$ cat config.mk
export PLATFORM = sky130hd
export DESIGN_NAME = mfs_master_setup
export DESIGN_NICKNAME = d
export VERILOG_FILES = /design/src/verilog/mfs_code_decode.v /design/src/verilog/mfs_master_setup.v
export VERILOG_INCLUDE_DIRS = /design/src /design/src/verilog
export SDC_FILE = /design/constraint.sdc
export NUM_CORES = 1
export LEC_CHECK = 0
export ABC_AREA = 0
export BUFFER_PORTS_ARGS = -buffer_cell sky130_fd_sc_hd__buf_2
export CAP_MARGIN = 40
export CORE_MARGIN = 8
export CORE_UTILIZATION = 40
export CTS_CLUSTER_SIZE = 8
export DETAILED_ROUTE_END_ITERATION = 16
export HOLD_SLACK_MARGIN = 0.02
export PLACE_DENSITY = 0.68
export SLEW_MARGIN = 20
export SYNTH_ARGS = -nofsm -noshare
export SYNTH_HDL_FRONTEND = slang
export SYNTH_SLANG_ARGS = --single-unit
$ cat constraint.sdc
create_clock -name clk -period 4.1 [get_ports clk]
set_input_delay 0.615 -clock clk [delete_from_list [all_inputs] [get_ports clk]]
set_output_delay 0.615 -clock clk [all_outputs]
set_load 0.005 [all_outputs]
$ cat src/verilog/mfs_defs.vh
`ifndef MFS_DEFS_VH
`define MFS_DEFS_VH

// ----------------------------------------------------------------
// register map
// ----------------------------------------------------------------
`define MFS_ADDR_W 4
`define MFS_OFS_SETUP 4'h0
`define MFS_OFS_STATUS 4'h1
`define MFS_OFS_MASK 4'h2
`define MFS_OFS_CMD 4'h3
`define MFS_OFS_INFO 4'h4

// ----------------------------------------------------------------
// setup register fields
// ----------------------------------------------------------------
`define MFS_SETUP_RESET 8'h80
`define MFS_BIT_NORMAL 7
`define MFS_RETRY_HI 6
`define MFS_RETRY_LO 4
`define MFS_CTL_HI 3
`define MFS_CTL_LO 0
`define MFS_BIT_DIR 3

// ----------------------------------------------------------------
// status bits
// ----------------------------------------------------------------
`define MFS_ST_ARBLOST 0
`define MFS_ST_TXERR 1
`define MFS_ST_DONE 2
`define MFS_ST_W 3

// ----------------------------------------------------------------
// commands
// ----------------------------------------------------------------
`define MFS_CMD_MASTER_REQ 3'h2
`define MFS_CMD_STOP 3'h3

// ----------------------------------------------------------------
// control codes
// ----------------------------------------------------------------
`define MFS_CC_RD_STATUS 4'h0
`define MFS_CC_RD_LOCK 4'h3
`define MFS_CC_RD_LADDR_LO 4'h4
`define MFS_CC_RD_LADDR_HI 4'h5
`define MFS_CC_RD_UNLOCK 4'h6
`define MFS_CC_RD_DATA 4'h7
`define MFS_CC_WR_CMD_LOCK 4'hA
`define MFS_CC_WR_DATA_LOCK 4'hB
`define MFS_CC_WR_CMD 4'hE
`define MFS_CC_WR_DATA 4'hF

`endif

$ cat src/verilog/mfs_code_decode.v
`timescale 1ns/1ps
`include "mfs_defs.vh"

module mfs_code_decode (
    // control code
    input wire [3:0] code,
    // decoded meaning
    output reg isRead,
    output reg isWrite,
    output reg isLock,
    output reg isUnlock,
    output reg isValid
);
    always @* begin
        isRead = 1'b0;
        isWrite = 1'b0;
        isLock = 1'b0;
        isUnlock = 1'b0;
        case (code)
            `MFS_CC_RD_STATUS, `MFS_CC_RD_LADDR_LO, `MFS_CC_RD_LADDR_HI,
            `MFS_CC_RD_DATA: begin
                isRead = 1'b1;
            end
            `MFS_CC_RD_LOCK: begin
                isRead = 1'b1;
                isLock = 1'b1;
            end
            `MFS_CC_RD_UNLOCK: begin
                isRead = 1'b1;
                isUnlock = 1'b1;
            end
            `MFS_CC_WR_CMD_LOCK, `MFS_CC_WR_DATA_LOCK: begin
                isWrite = 1'b1;
                isLock = 1'b1;
            end
            `MFS_CC_WR_CMD, `MFS_CC_WR_DATA: begin
                isWrite = 1'b1;
            end
            default: begin
                isRead = 1'b0;
            end
        endcase
        isValid = isRead | isWrite;
    end
endmodule // mfs_code_decode

$ cat src/verilog/mfs_master_setup.v
// Added by the designer: the register addresses and the address-and-strobe port.
`timescale 1ns/1ps
`include "mfs_defs.vh"

// Behaviour
// bit 7: 0 broadcast, 1 normal frame
// 3-bit retry limit used directly as count
// retries exhausted: arbitration-lost and transmit-error set
// won retry reloads counter after address
// control code sent in every master frame
// read control codes 0,3,4,5,6,7
// write control codes A,B,E,F
// software never programs undefined control codes
// top control bit sets length/data direction
// register affects master operation only
// master request command 010 starts frame
// reset: normal addressing, other bits zero
module mfs_master_setup (
    // clock and reset
    input wire clk,
    input wire rst_b,
    // register port
    input wire [3:0] regAddr,
    input wire [7:0] regWrData,
    input wire regWrite,
    input wire regRead,
    output reg [7:0] regRdData,
    // frame engine side
    input wire engineBusy,
    input wire arbLost,
    input wire addrSent,
    input wire frameDone,
    output reg masterStart,
    output reg masterAbort,
    output reg frameNormal,
    output reg [3:0] frameControl,
    output reg dirMasterToSlave,
    output reg frameLock,
    output reg frameUnlock,
    output reg masterActive,
    output reg [2:0] retriesLeft,
    // interrupt
    output reg irq
);
    // ----------------------------------------------------------------
    // state
    // ----------------------------------------------------------------
    localparam S_IDLE = 2'b00;
    localparam S_ARB = 2'b01;
    localparam S_XFER = 2'b10;

    reg [7:0] setup;
    reg [`MFS_ST_W-1:0] status;
    reg [`MFS_ST_W-1:0] mask;
    reg [1:0] state;
    reg [1:0] next_state;
    reg [2:0] next_retries;
    reg [`MFS_ST_W-1:0] stEvent;
    wire decRead;
    wire decWrite;
    wire decLock;
    wire decUnlock;
    wire decValid;

    wire setupWr = regWrite && (regAddr == `MFS_OFS_SETUP);
    wire cmdWr = regWrite && (regAddr == `MFS_OFS_CMD);
    wire startCmd = cmdWr && (regWrData[2:0] == `MFS_CMD_MASTER_REQ);
    wire stopCmd = cmdWr && (regWrData[2:0] == `MFS_CMD_STOP);
    wire [2:0] retryLimit = setup[`MFS_RETRY_HI:`MFS_RETRY_LO];
    wire [3:0] ctlCode = setup[`MFS_CTL_HI:`MFS_CTL_LO];

    mfs_code_decode u_dec (
        .code(ctlCode),
        .isRead(decRead),
        .isWrite(decWrite),
        .isLock(decLock),
        .isUnlock(decUnlock),
        .isValid(decValid)
    );

    // ----------------------------------------------------------------
    // master sequencer
    // ----------------------------------------------------------------
    always @* begin
        next_state = state;
        next_retries = retriesLeft;
        stEvent = {`MFS_ST_W{1'b0}};
        case (state)
            S_IDLE: begin
                if (startCmd && !engineBusy) begin
                    next_state = S_ARB;
                    next_retries = retryLimit;
                end
            end
            S_ARB: begin
                if (stopCmd) begin
                    next_state = S_IDLE;
                end else if (arbLost) begin
                    if (retriesLeft == 3'h0) begin
                        next_state = S_IDLE;
                        stEvent[`MFS_ST_ARBLOST] = 1'b1;
                        stEvent[`MFS_ST_TXERR] = 1'b1;
                    end else begin
                        next_retries = retriesLeft - 3'h1;
                    end
                end else if (addrSent) begin
                    next_state = S_XFER;
                    next_retries = retryLimit;
                end
            end
            S_XFER: begin
                if (stopCmd) begin
                    next_state = S_IDLE;
                end else if (frameDone) begin
                    next_state = S_IDLE;
                    stEvent[`MFS_ST_DONE] = 1'b1;
                end
            end
            default: begin
                next_state = S_IDLE;
            end
        endcase
    end

    // ----------------------------------------------------------------
    // registers
    // ----------------------------------------------------------------
    always @(posedge clk or negedge rst_b) begin
        if (!rst_b) begin
            setup <= `MFS_SETUP_RESET;
            status <= {`MFS_ST_W{1'b0}};
            mask <= {`MFS_ST_W{1'b0}};
            state <= S_IDLE;
            retriesLeft <= 3'h0;
            regRdData <= 8'h00;
            masterStart <= 1'b0;
            masterAbort <= 1'b0;
            frameNormal <= 1'b1;
            frameControl <= 4'h0;
            dirMasterToSlave <= 1'b0;
            frameLock <= 1'b0;
            frameUnlock <= 1'b0;
            masterActive <= 1'b0;
            irq <= 1'b0;
        end else begin
            if (setupWr) begin
                setup <= regWrData;
            end
            if (regWrite && (regAddr == `MFS_OFS_MASK)) begin
                mask <= regWrData[`MFS_ST_W-1:0];
            end
            // set wins over write-one-to-clear
            if (regWrite && (regAddr == `MFS_OFS_STATUS)) begin
                status <= (status & ~regWrData[`MFS_ST_W-1:0]) | stEvent;
            end else begin
                status <= status | stEvent;
            end
            state <= next_state;
            retriesLeft <= next_retries;
            masterStart <= (state == S_IDLE) && (next_state == S_ARB);
            masterAbort <= (state != S_IDLE) && stopCmd;
            masterActive <= (next_state != S_IDLE);
            // settings latched per frame; slave paths never read these
            if ((state == S_IDLE) && (next_state == S_ARB)) begin
                frameNormal <= setup[`MFS_BIT_NORMAL];
                frameControl <= ctlCode;
                dirMasterToSlave <= setup[`MFS_BIT_DIR];
                frameLock <= decLock;
                frameUnlock <= decUnlock;
            end
            irq <= |(next_irq_src(status, stEvent, mask));
            if (regRead) begin
                case (regAddr)
                    `MFS_OFS_SETUP: regRdData <= setup;
                    `MFS_OFS_STATUS: regRdData <= {{(8-`MFS_ST_W){1'b0}}, status};
                    `MFS_OFS_MASK: regRdData <= {{(8-`MFS_ST_W){1'b0}}, mask};
                    `MFS_OFS_INFO: regRdData <= {decValid, decWrite, decRead, 1'b0,
                        masterActive, retriesLeft};
                    default: regRdData <= 8'h00;
                endcase
            end else begin
                regRdData <= 8'h00;
            end
        end
    end

    // status as it stands after this edge, gated by the mask
    function [`MFS_ST_W-1:0] next_irq_src;
        input [`MFS_ST_W-1:0] st;
        input [`MFS_ST_W-1:0] ev;
        input [`MFS_ST_W-1:0] mk;
        reg [`MFS_ST_W-1:0] clr;
        begin
            clr = (regWrite && (regAddr == `MFS_OFS_STATUS)) ?
                regWrData[`MFS_ST_W-1:0] : {`MFS_ST_W{1'b0}};
            next_irq_src = ((st & ~clr) | ev) & mk;
        end
    endfunction
endmodule // mfs_master_setup
-- After elaboration in Yosys (flattened, before gate mapping)
Cells that the tools add are included.
- bits in registers: 39
- input port bits: 20
- output and inout port bits: 23
- logic and storage cells: 98
- add/sub/neg operators: 1
- eq/ne operators: 22
- multiplexer cells: 29
- bitwise operators: 9
- reductions and logical operators: 22
- operators by type and width (kind ; count):
    one-hot mux 8 bit (4 select lines) ; 1
    two-way mux 2 bit ; 11
    two-way mux 3 bit ; 7
    == test 4 x 3 -> 1 bit (second input constant) ; 5
    == test 4 bit (second input constant) ; 4
    == test 4 x 2 -> 1 bit (second input constant) ; 3
    bitwise AND 3 bit ; 3
    logical AND 1 bit ; 9
    bitwise OR 3 bit ; 3
    zero test 4 bit ; 2
    two-way mux 8 bit ; 1
    two-way mux 1 bit ; 7
    == test 3 x 2 -> 1 bit (second input constant) ; 2
    inequality test 3 bit (second input constant) ; 2
    inverter 3 bit ; 2
    one-hot mux 2 bit (3 select lines) ; 1
    one-hot mux 3 bit (2 select lines) ; 1
    nonzero test 2 bit ; 3
    OR reduction 3 bit ; 2
    OR reduction 6 bit ; 1
    AND reduction 5 bit ; 1
    == test 2 x 1 -> 1 bit (second input constant) ; 2
    == test 4 x 1 -> 1 bit (second input constant) ; 1
    inequality test 2 bit (second input constant) ; 2
    other kinds (7) ; 7

-- Logic depth before layout (Yosys ltp)
Gate-level depths: netlist of the first run.
- depth after elaboration: 8
- depth in mapped cells: 7
- depth with buffers taken out: 6

-- Hierarchy
From an unflattened synthesis of the first run, not the netlist that was laid out.
- cells, all modules: 177
- area, all modules: 1939.4 µm²
- modules (own cells, without submodules) (module ; times used ; cells each ; area an instance (µm²) ; sequential area each (µm²)):
    mfs_master_setup ; 1 ; 167 ; 1874.3 ; 953.4
    mfs_code_decode ; 1 ; 10 ; 65.1 ; 0.0

-- Least setup slack after synthesis of the first run
OpenSTA, ideal clock, no wires.
- path type: input -> register
- start point: input regAddr[0]
- end point: register retriesLeft[1]
- library setup time: 125 ps
- arrival time: 1723 ps
- data required time: 3975 ps
- setup slack: 2252 ps
- stages: 5
- buffers on the path: 1
- cell sequence: buf_4 and4b_4 a31oi_1 o22ai_2 mux2_4
- longest elaborated chain between the ends: 6
- elaborated cells on any way between the ends: 8
- those cells by class: eq/ne: 3; reduce/logical: 5
- ends and longest elaborated chain (element ; line ; source):
    from (decl) ; mfs_master_setup.v:23 ; input wire [3:0] regAddr,
    == test 4 x 2 -> 1 bit (no source line) (*) ; -- ;
    logical AND 1 bit (*) ; mfs_master_setup.v:66 ; wire cmdWr = regWrite && (regAddr == `MFS_OFS_CMD);
    logical AND 1 bit ; mfs_master_setup.v:67 ; wire startCmd = cmdWr && (regWrData[2:0] == `MFS_CMD_MASTER_REQ);
    logical AND 1 bit ; mfs_master_setup.v:90 ; if (startCmd && !engineBusy) begin
    inequality test 2 bit (no source line) ; -- ;
    AND reduction 5 bit (no source line) (*) ; -- ;
    to (signal assigned) ; mfs_master_setup.v:159 ; retriesLeft <= next_retries;
    to (decl) ; mfs_master_setup.v:41 ; output reg [2:0] retriesLeft,
Every way passes the cells marked *; elsewhere a longest branch is shown, timed or not.
A chain may end at the register's enable or synchronous reset.

-- Worst setup path in the final report of the first run
- start point: register retriesLeft[0]
- end point: register retriesLeft[1]
- longest elaborated chain between the ends: 5
- elaborated cells on any way between the ends: 8
- those cells by class: add/sub: 1; eq/ne: 1; mux: 4; reduce/logical: 2
- ends and longest elaborated chain (element ; line ; source):
    subtractor 3 x 1 -> 3 bit ; mfs_master_setup.v:104 ; next_retries = retriesLeft - 3'h1;
    two-way mux 3 bit ; mfs_master_setup.v:99 ; if (retriesLeft == 3'h0) begin
    two-way mux 3 bit ; mfs_master_setup.v:98 ; end else if (arbLost) begin
    two-way mux 3 bit ; mfs_master_setup.v:96 ; if (stopCmd) begin
    one-hot mux 3 bit (2 select lines) ; mfs_master_setup.v:88 ; case (state)
Parallel ways exist; a longest one is shown, timed or not. The select of a mux whose other input is x is not followed.

==> flow_metrics.py, run 1 <==
metrics = {
    "clock_network": {
        "ctsResizeCount": 0,
        "numClockSinks": 38,
        "post_cts_buffers": 0,
        "clock-root-buffer": "clkbuf_8",
        "path_clk_slew_ns": 0.07,
        "postCtsHoldBufs": 0,
        "h-tree-depth": 2,
        "clk_path_buf_depth": 2,
        "clk_latency_ns": 0.29,
        "cts_tree": "done",
        "cts_inserted_buffers": 5,
    },
    "route": {
        "drc": 0,
        "dr.pass1.iters": 4,
        "viasPerCell": 5.34,
        "dr_total_vias": 1415,
        "wirelength_um": 4110,
        "ant_nets": 0,
        "drt_iter0_markers": 86,
        "wire_per_inst_um": 15.5,
    },
    "grt": {
        "antenna_found_initial": 0,
        "grt_remaining_overflow": 0,
        "first_global_vias": 1439,
        "grt_usage": 0.122,
        "grt_max_degree": 39,
        "grt_pass1_wl_um": 7000,
    },
    "pwr": {
        "pwr-share-seq": 0.512,
        "pwr-share-comb": 0.153,
        "power_density_nw_per_um2": 415,
        "p_sw_uw": 241,
        "peakVddDrop_mv": 0.174,
        "p_int_uw": 678,
        "power_frac_clock": 0.335,
        "p_leak_uw": 0.00107,
        "power.share.switching": 0.262,
    },
    "die": {
        "core_um2": 4600,
        "initial_core_util": 0.405,
        "die_x_um": 84.2,
        "ios": 43,
        "dieArea_um2": 7090,
        "rows": 25,
        "die_y_um": 84.2,
    },
    "worst_setup_path": {
        "max_stage_delay_ns": 0.46,
        "slowest_stage": "dfrtp_1",
        "critPathArrivalTime_ns": 2.10,
        "regToRegSetupSlack_ns": 2.18,
        "reg2reg_depth": 6,
        "r2r-start": "retriesLeft[0]$_DFFE_PN0P_",
        "startpoint_type": "flip-flop",
        "startpoint": "retriesLeft[0]$_DFFE_PN0P_",
        "crit_type": "reg2reg",
        "cp-end-kind": "flip-flop",
        "path_cells": "inv_1 > ha_1 > and3b_1 > nor2_1 > o22ai_2 > mux2_4",
        "crit_required_ns": 4.27,
        "path_max_fanout": 6,
    },
    "sta": {
        "skew_ns": 0.00357,
        "setup_viol": 0,
        "worst_pin_slew_ns": 0.462,
        "max_slew_margin": 0.689,
        "hold_viol": 0,
        "final.min_clock_period_ns": 1.92,
        "rsz0062_at_grt": "false",
        "fin_tns_setup_ns": 0,
        "fin_crit_sh": 0.469,
        "max_freq_mhz": 520,
        "slew_viol_final": 0,
    },
    "synth": {
        "yosysWarningCount": 0,
        "synth_flop_cell": "dfrtp_1",
        "synthesis.area_um2": 1860,
        "synth_top_area_frac": 0.484,
        "ys_seq_area_frac": 0.512,
        "yosys.area.top_type": "dfrtp_1",
        "syn_nets": 188,
        "synth_seq_cells": 38,
        "synthTopCellsByArea": "dfrtp_1 (48%), mux2_2 (7.9%), nand2_1 (3.0%)",
        "synth.distinct_cells": 48,
        "synth-edff-count": 0,
        "ys_async_sr_fraction": 1.00,
        "syn_avg_cell_area_um2": 11.2,
        "synth_cells": 166,
    },
    "place": {
        "globalplace.congestion": 0.877,
        "io_buffers": 42,
        "dp_hpwl_um": 3140,
    },
    "cells_and_area": {
        "diodes": 0,
        "drive_above_1_share": 0.365,
        "postLayoutCoreUtil": 0.481,
        "num-nets-final": 232,
        "area_growth_pct": 19.0,
    },
    "run_status": {
        "status": "finished clean",
    },
    "min_path": {
        "hold_class": "in2async",
    },
    "flow_run": {
        "cap_viol_max_count": 0,
    },
}
-- cells in the mapped netlist (2+ instances only) --
library cell and n:
a21oi_1 3, a222oi_1 2, a22o_1 2, a31oi_1 4
and3_2 2, and3b_1 2, buf_4 2, buf_6 3
dfrtp_1 36, dfstp_2 2, ha_1 2, inv_1 6
mux2_2 13, nand2_1 15, nand2b_1 4, nand3_1 8
nand3b_1 3, nor2_1 14, nor2b_1 5, nor4_1 2
o21a_1 2, o21ai_0 6, o221ai_1 2, or2_2 2
-- cells by family after synthesis --
family,after synthesis,share of synthesized area
compound gates,32,0.130
buf+inv,13,0.0430
mux,15,0.0921
flops,38,0.512
simple gates,64,0.199
fa+ha+maj,3,0.0188
xor+xnor,1,0.00471
-- stage by stage --
stage	total power, µW	worst slack (ns)	instance area (µm²)	instances	hold WS [ns]
after global routing	974	2.04	2210	265	0.144
final	919	2.18	2210	265	0.152
after CTS	928	2.16	2190	264	0.442
after floorplan	556	2.25	1860	166	0.319
after detailed placement	618	1.84	2080	256	0.452
after global placement	615	1.94	2080	255	0.453
-- power groups by stage --
stage                     combinational, µW  clock, µW  sequential (µW)
after floorplan                        93.3          0              463
after global placement                  137          0              478
after detailed placement                140          0              477
after CTS                               140        317              471
after global routing                    158        338              478
final                                   140        308              470
-- area by class of cell --
| cell class | instances | area [µm²] |
|---|---|---|
| multi-input combinational | 115 | 827 |
| timing repair buffer | 44 | 234 |
| inverter | 6 | 22.5 |
| fill | 435 | 2380 |
| sequential | 38 | 953 |
| tap | 54 | 67.6 |
| clock buffer | 5 | 68.8 |
| clock inverter | 3 | 40.0 |
-- placed cells by master (no fill, tap or decap), types with 3 or more instances in the layout --
cell type / n
buf_2: 42
dfrtp_1: 36
nand2_1: 15
nor2_1: 14
mux2_2: 13
nand3_1: 8
inv_1: 6
o21ai_0: 6
nor2b_1: 5
clkbuf_8: 5
nand2b_1: 4
a31oi_1: 4
a21oi_1: 3
nand3b_1: 3
-- metal layers --
layer / share of wire / GRT usage / wire, µm
met1: 0.44 / 0.147 / 1800
met4: 0.014 / 0.0487 / 57
met5: 0 / 0 / 0
met2: 0.49 / 0.194 / 2010
met3: 0.060 / 0.0397 / 248
-- path summary, 6_finish.rpt --
path                                              endpoint
worst max-delay path            retriesLeft[1]$_DFFE_PN0P_
worst min-delay path                  setup[5]$_DFFE_PN0P_
worst max register to register  retriesLeft[1]$_DFFE_PN0P_
worst min register to register     frameNormal$_DFFE_PN1P_
max in group asynchronous          frameNormal$_DFFE_PN1P_
min in group clk                   frameNormal$_DFFE_PN1P_
-- worst max-delay path: cells and delay by family, from the launching register on --
kind	cells	cell delay (ns)
buffers and inverters	1	0.13
AND/OR/NAND/NOR	2	0.48
AO/OA/AOI/OAI	1	0.17
multiplexers	1	0.33
adder cells (fa/ha/maj)	1	0.24
flip-flops	1	0.46
-- registers in the layout (all words and copies together), names as in the netlist, 2 cells and up --
register,cells
frameControl,4
regRdData,8
mask,3
status,3
state,2
retriesLeft,3
setup,8
No activity file was read; power rests on OpenSTA's default activity.
==> run 2, diff against run 1 <==
--- a/config.mk
+++ b/config.mk
@@ -14,7 +14,7 @@
 export CTS_CLUSTER_SIZE = 8
 export DETAILED_ROUTE_END_ITERATION = 16
 export HOLD_SLACK_MARGIN = 0.02
-export PLACE_DENSITY = 0.68
+export PLACE_DENSITY = 0.71
 export SLEW_MARGIN = 20
 export SYNTH_ARGS = -nofsm -noshare
 export SYNTH_HDL_FRONTEND = slang
==> constraint.sdc (replaced) <==
create_clock -name clk -period 1.5 [get_ports clk]
set_input_delay 0.225 -clock clk [delete_from_list [all_inputs] [get_ports clk]]
set_output_delay 0.225 -clock clk [all_outputs]
set_load 0.005 [all_outputs]
==> flow_metrics.py, run 2 (synthesized netlist as in run 1, its figures left out) <==
metrics = {
    "route": {
        "dr.pass1.iters": 4,
        "ant_nets": 0,
        "drc": 0,
        "viasPerCell": 5.32,
        "wirelength_um": 4810,
        "drt_iter0_markers": 63,
        "wire_per_inst_um": 16.4,
        "dr_total_vias": 1559,
    },
    "worst_setup_path": {
        "crit_type": "reg2reg",
        "cp-end-kind": "flip-flop",
        "slowest_stage": "dfrtp_1",
        "max_stage_delay_ns": 0.41,
        "path_max_fanout": 3,
        "crit_required_ns": 1.68,
        "regToRegSetupSlack_ns": 0.007,
        "path_cells": "nor4_4 > and3_4 > o22ai_4 > mux2_4",
        "critPathArrivalTime_ns": 1.67,
        "startpoint_type": "flip-flop",
    },
    "clock_network": {
        "clk_latency_ns": 0.29,
        "numClockSinks": 38,
        "clock-root-buffer": "clkbuf_8",
        "clk_path_buf_depth": 2,
        "cts_tree": "done",
        "cts_inserted_buffers": 5,
        "path_clk_slew_ns": 0.08,
        "h-tree-depth": 2,
    },
    "sta": {
        "skew_ns": 0.00726,
        "slew_viol_final": 0,
        "max_slew_margin": 0.724,
        "rsz0062_at_grt": "true",
        "fin_ws_ns": 0.00730,
        "hold_viol": 0,
        "worst_pin_slew_ns": 0.414,
        "fin_crit_sh": 0.995,
        "setup_viol": 0,
        "max_freq_mhz": 670,
        "final.min_clock_period_ns": 1.49,
    },
    "place": {
        "globalplace.congestion": 0.878,
        "dp_hpwl_um": 3800,
        "place_ws_ns": -0.0853,
        "io_buffers": 42,
    },
    "pwr": {
        "pwr-share-comb": 0.170,
        "pwr-share-seq": 0.453,
        "power_frac_clock": 0.377,
        "peakVddDrop_mv": 0.494,
        "p_sw_uw": 710,
        "p_leak_uw": 0.00124,
        "power_density_nw_per_um2": 1110,
        "p_int_uw": 2130,
        "power_uw": 2840,
        "power.share.switching": 0.250,
    },
    "die": {
        "dieArea_um2": 7090,
        "ios": 43,
        "rows": 25,
        "die_x_um": 84.2,
        "initial_core_util": 0.405,
        "die_y_um": 84.2,
        "core_um2": 4600,
    },
    "grt": {
        "grt_max_degree": 24,
        "grt_remaining_overflow": 0,
        "grt_usage": 0.140,
        "antenna_found_initial": 0,
        "grt_pass1_wl_um": 8140,
        "first_global_vias": 1687,
    },
    "cells_and_area": {
        "final_cell_mix": "buf_2 (42), dfrtp_1 (36), buf_4 (26)",
        "drive_above_1_share": 0.485,
        "reg_top3": "regRdData: 8 flops, setup: 8 flops, frameControl: 4 flops",
        "area_growth_pct": 37.3,
        "num-nets-final": 260,
        "final_common_cell": "buf_2",
        "diodes": 0,
    },
    "flow_run": {
        "cap_viol_max_count": 0,
    },
    "min_path": {
        "hold_class": "in2reg",
    },
    "run_status": {
        "status": "finished clean",
    },
}
## run 2: cell type report
class / instances / area (µm²)
clock buffer: 6 / 82.6
inverter: 6 / 22.5
sequential: 38 / 953
timing repair buffer: 72 / 458
tap: 54 / 67.6
multi-input combinational: 115 / 911
clock inverter: 2 / 60.1
fill: 408 / 2040
## run 2: worst paths after layout
check | depth (start not counted) | startpoint | to
setup / recovery | 4 | state[0]$_DFF_PN0_ | retriesLeft[1]$_DFFE_PN0P_
max in group asynchronous | 3 | rst_b | frameNormal$_DFFE_PN1P_
setup reg to reg | 4 | state[0]$_DFF_PN0_ | retriesLeft[1]$_DFFE_PN0P_
hold reg to reg | 2 | frameNormal$_DFFE_PN1P_ | frameNormal$_DFFE_PN1P_
min in group asynchronous | 2 | rst_b | setup[5]$_DFFE_PN0P_
hold / removal | 2 | regWrData[6] | setup[6]$_DFFE_PN0P_
## run 2: worst max-delay path: cells and delay by family (launching register included)
| family | cells | cell delay (ns) |
|---|---|---|
| compound gates | 1 | 0.09 |
| simple gates | 2 | 0.58 |
| mux | 1 | 0.31 |
| flops | 1 | 0.41 |
## run 2: what timing repair did
item / in CTS / in global routing
buffers inserted: 1 / 1
hold buffers: 1 / 0
hold endpoints to repair: 14 / 0
gates resized for setup: 4 / 12
pin swaps: 2 / 5
endpoints found under the setup margin: 9 / 9
## run 2: per-layer routing
| layer | GRT usage | part of all wire | wire length, µm | vias to the layer above |
|---|---|---|---|---|
| met5 | 0 | 0 | 0 | - |
| met4 | 0.0534 | 0.016 | 76 | 0 |
| met3 | 0.0436 | 0.058 | 279 | 8 |
| met2 | 0.242 | 0.52 | 2500 | 45 |
| met1 | 0.157 | 0.41 | 1960 | 762 |
| li1 | - | - | - | 744 |
## run 2: power by group through the flow
stage | Clock (µW) | Combinational, µW | Sequential, µW
floorplan | 0 | 262 | 1260
global placement | 0 | 445 | 1300
detailed placement | 0 | 460 | 1300
CTS | 1090 | 481 | 1280
global route | 1130 | 533 | 1310
finish | 1070 | 485 | 1290
## run 2: per-stage QoR
stage	instance area (µm²)	cells	TNS [ns]	util	hold WS (ns)
3_3_place_gp	2320	282	-0.112	0.505	0.175
6_report	2550	293	0	0.556	0.162
4_1_cts	2500	292	-0.00871	0.544	0.165
2_1_floorplan	1890	166	-0.0336	-	-0.0706
5_1_grt	2550	293	-0.102	0.556	0.172
3_5_place_dp	2320	282	-0.724	0.505	0.179
==> run 3, diff against run 2 <==
--- a/config.mk
+++ b/config.mk
@@ -10,11 +10,11 @@
 export BUFFER_PORTS_ARGS = -buffer_cell sky130_fd_sc_hd__buf_2
 export CAP_MARGIN = 40
 export CORE_MARGIN = 8
-export CORE_UTILIZATION = 40
+export CORE_UTILIZATION = 48
 export CTS_CLUSTER_SIZE = 8
 export DETAILED_ROUTE_END_ITERATION = 16
 export HOLD_SLACK_MARGIN = 0.02
-export PLACE_DENSITY = 0.71
+export PLACE_DENSITY = 0.81
 export SLEW_MARGIN = 20
 export SYNTH_ARGS = -nofsm -noshare
 export SYNTH_HDL_FRONTEND = slang
==> flow_metrics.py, run 3 (synthesized netlist as in run 1, its figures left out) <==
metrics = {
    "cells_and_area": {
        "final_common_cell": "buf_2",
        "fillers": 307,
        "num-nets-final": 256,
        "diodes": 0,
        "final_cells": 283,
        "area_growth_pct": 32.7,
        "postLayoutCoreUtil": 0.669,
        "final_cell_mix": "buf_2 (42), dfrtp_1 (36), buf_4 (22)",
        "reg_top3": "regRdData: 8 flops, setup: 8 flops, frameControl: 4 flops",
        "drive_above_1_share": 0.477,
    },
    "place": {
        "io_buffers": 42,
        "placed_cells": 273,
        "place_ws_ns": -0.0327,
        "dp_hpwl_um": 3540,
        "globalplace.congestion": 0.886,
    },
    "grt": {
        "use_met1": 0.186,
        "grt_pass1_wl_um": 7650,
        "antenna_found_initial": 0,
        "grt.met3_usage": 0.0399,
        "grt.busiest_layer": "met2",
        "met2_usage": 0.255,
        "first_global_vias": 1601,
        "grt_max_degree": 22,
        "grt_remaining_overflow": 0,
        "grt_usage": 0.155,
    },
    "route": {
        "ant_nets": 0,
        "dr_total_vias": 1558,
        "viasPerCell": 5.51,
        "wire_per_inst_um": 16.3,
        "drc": 0,
        "dr.pass1.iters": 5,
        "wirelength_um": 4600,
        "drt_iter0_markers": 108,
    },
    "clock_network": {
        "clk_latency_ns": 0.29,
        "numClockSinks": 38,
        "path_clk_slew_ns": 0.07,
        "cts_inserted_buffers": 5,
        "clk_path_buf_depth": 2,
        "clock-root-buffer": "clkbuf_8",
        "h-tree-depth": 2,
        "cts_tree": "done",
    },
    "sta": {
        "fin_crit_sh": 1.00,
        "final.min_clock_period_ns": 1.50,
        "max_slew_margin": 0.688,
        "setup_viol": 1,
        "slew_viol_final": 0,
        "worst_pin_slew_ns": 0.468,
        "fin_ws_ns": -0.00246,
        "fin_hold_ws_ns": 0.162,
        "skew_ns": 0.00486,
        "hold_viol": 0,
        "fin_tns_setup_ns": -0.00246,
        "rsz0062_at_grt": "true",
        "max_freq_mhz": 666,
    },
    "run_status": {
        "status": "finished, violations left",
        "violations": "setup timing",
    },
    "die": {
        "dieArea_um2": 6120,
        "core_um2": 3690,
        "rows": 22,
        "die_x_um": 78.3,
        "die_y_um": 78.3,
        "ios": 43,
        "initial_core_util": 0.504,
    },
    "min_path": {
        "hold_class": "in2reg",
        "min_from": "regWrData[6]",
    },
    "worst_setup_path": {
        "crit_required_ns": 1.68,
        "path_max_fanout": 3,
        "reg2reg_depth": 4,
        "regToRegSetupSlack_ns": -0.002,
        "r2r-start": "state[0]$_DFF_PN0_",
        "startpoint": "state[0]$_DFF_PN0_",
        "cp-end-kind": "flip-flop",
        "worstSetupEndpoint": "retriesLeft[1]$_DFFE_PN0P_",
        "crit_type": "reg2reg",
        "startpoint_type": "flip-flop",
        "r2r-end": "retriesLeft[1]$_DFFE_PN0P_",
        "critPathArrivalTime_ns": 1.68,
    },
    "pwr": {
        "power_density_nw_per_um2": 1000,
        "peakVddDrop_mv": 0.708,
        "p_leak_uw": 0.00120,
    },
    "flow_run": {
        "cap_viol_max_count": 0,
    },
}
-- run 3: worst min path at each step --
stage	end	slack, ns	depth (start not counted)
floorplan	frameControl[0]$_DFFE_PN0P_	-0.07	0
global placement	frameControl[2]$_DFFE_PN0P_	0.20	1
detailed placement	frameControl[0]$_DFFE_PN0P_	0.21	1
CTS	setup[6]$_DFFE_PN0P_	0.16	2
global route	setup[6]$_DFFE_PN0P_	0.16	2
finish	setup[6]$_DFFE_PN0P_	0.16	2
-- run 3: stage by stage --
stage	area, µm²	total power (µW)
6_report	2470	2470
4_1_cts	2420	2480
5_1_grt	2470	2600
3_5_place_dp	2290	1760
2_1_floorplan	1890	1530
3_3_place_gp	2290	1740
-- run 3: per-layer routing --
layer,wire length (µm),vias to the layer above
met5,0,-
met4,91,0
met3,344,14
met2,2240,57
met1,1930,749
li1,-,738
-- run 3: cell type report --
cell class	count	area, µm²	area share
clock buffer	7	86.3	0.0350
clock inverter	1	5.00	0.00203
inverter	6	22.5	0.00912
multi-input combinational	115	913	0.370
sequential	38	953	0.386
tap	48	60.1	0.0243
timing repair buffer	68	428	0.173
-- run 3: timing repair --
item | in CTS | in global routing
gates cloned | 0 | 0
endpoints found under the setup margin | 5 | 5
resized for setup | 4 | 9
hold buffers | 1 | 0
pin swaps | 2 | 5
endpoints found under the hold margin | 19 | 0
buffers inserted | 1 | 0
-- run 3: power breakdown --
group,switching (µW),internal (µW)
clock network,345,370
logic,207,258
registers,135,1160
total,687,1780
-- run 3: worst max-delay path: stages, from the launching register on --
cell and delay [ns]:
dfrtp_1 0.41, nor4_4 0.33, and3_4 0.26, o22ai_4 0.08, mux2_4 0.31
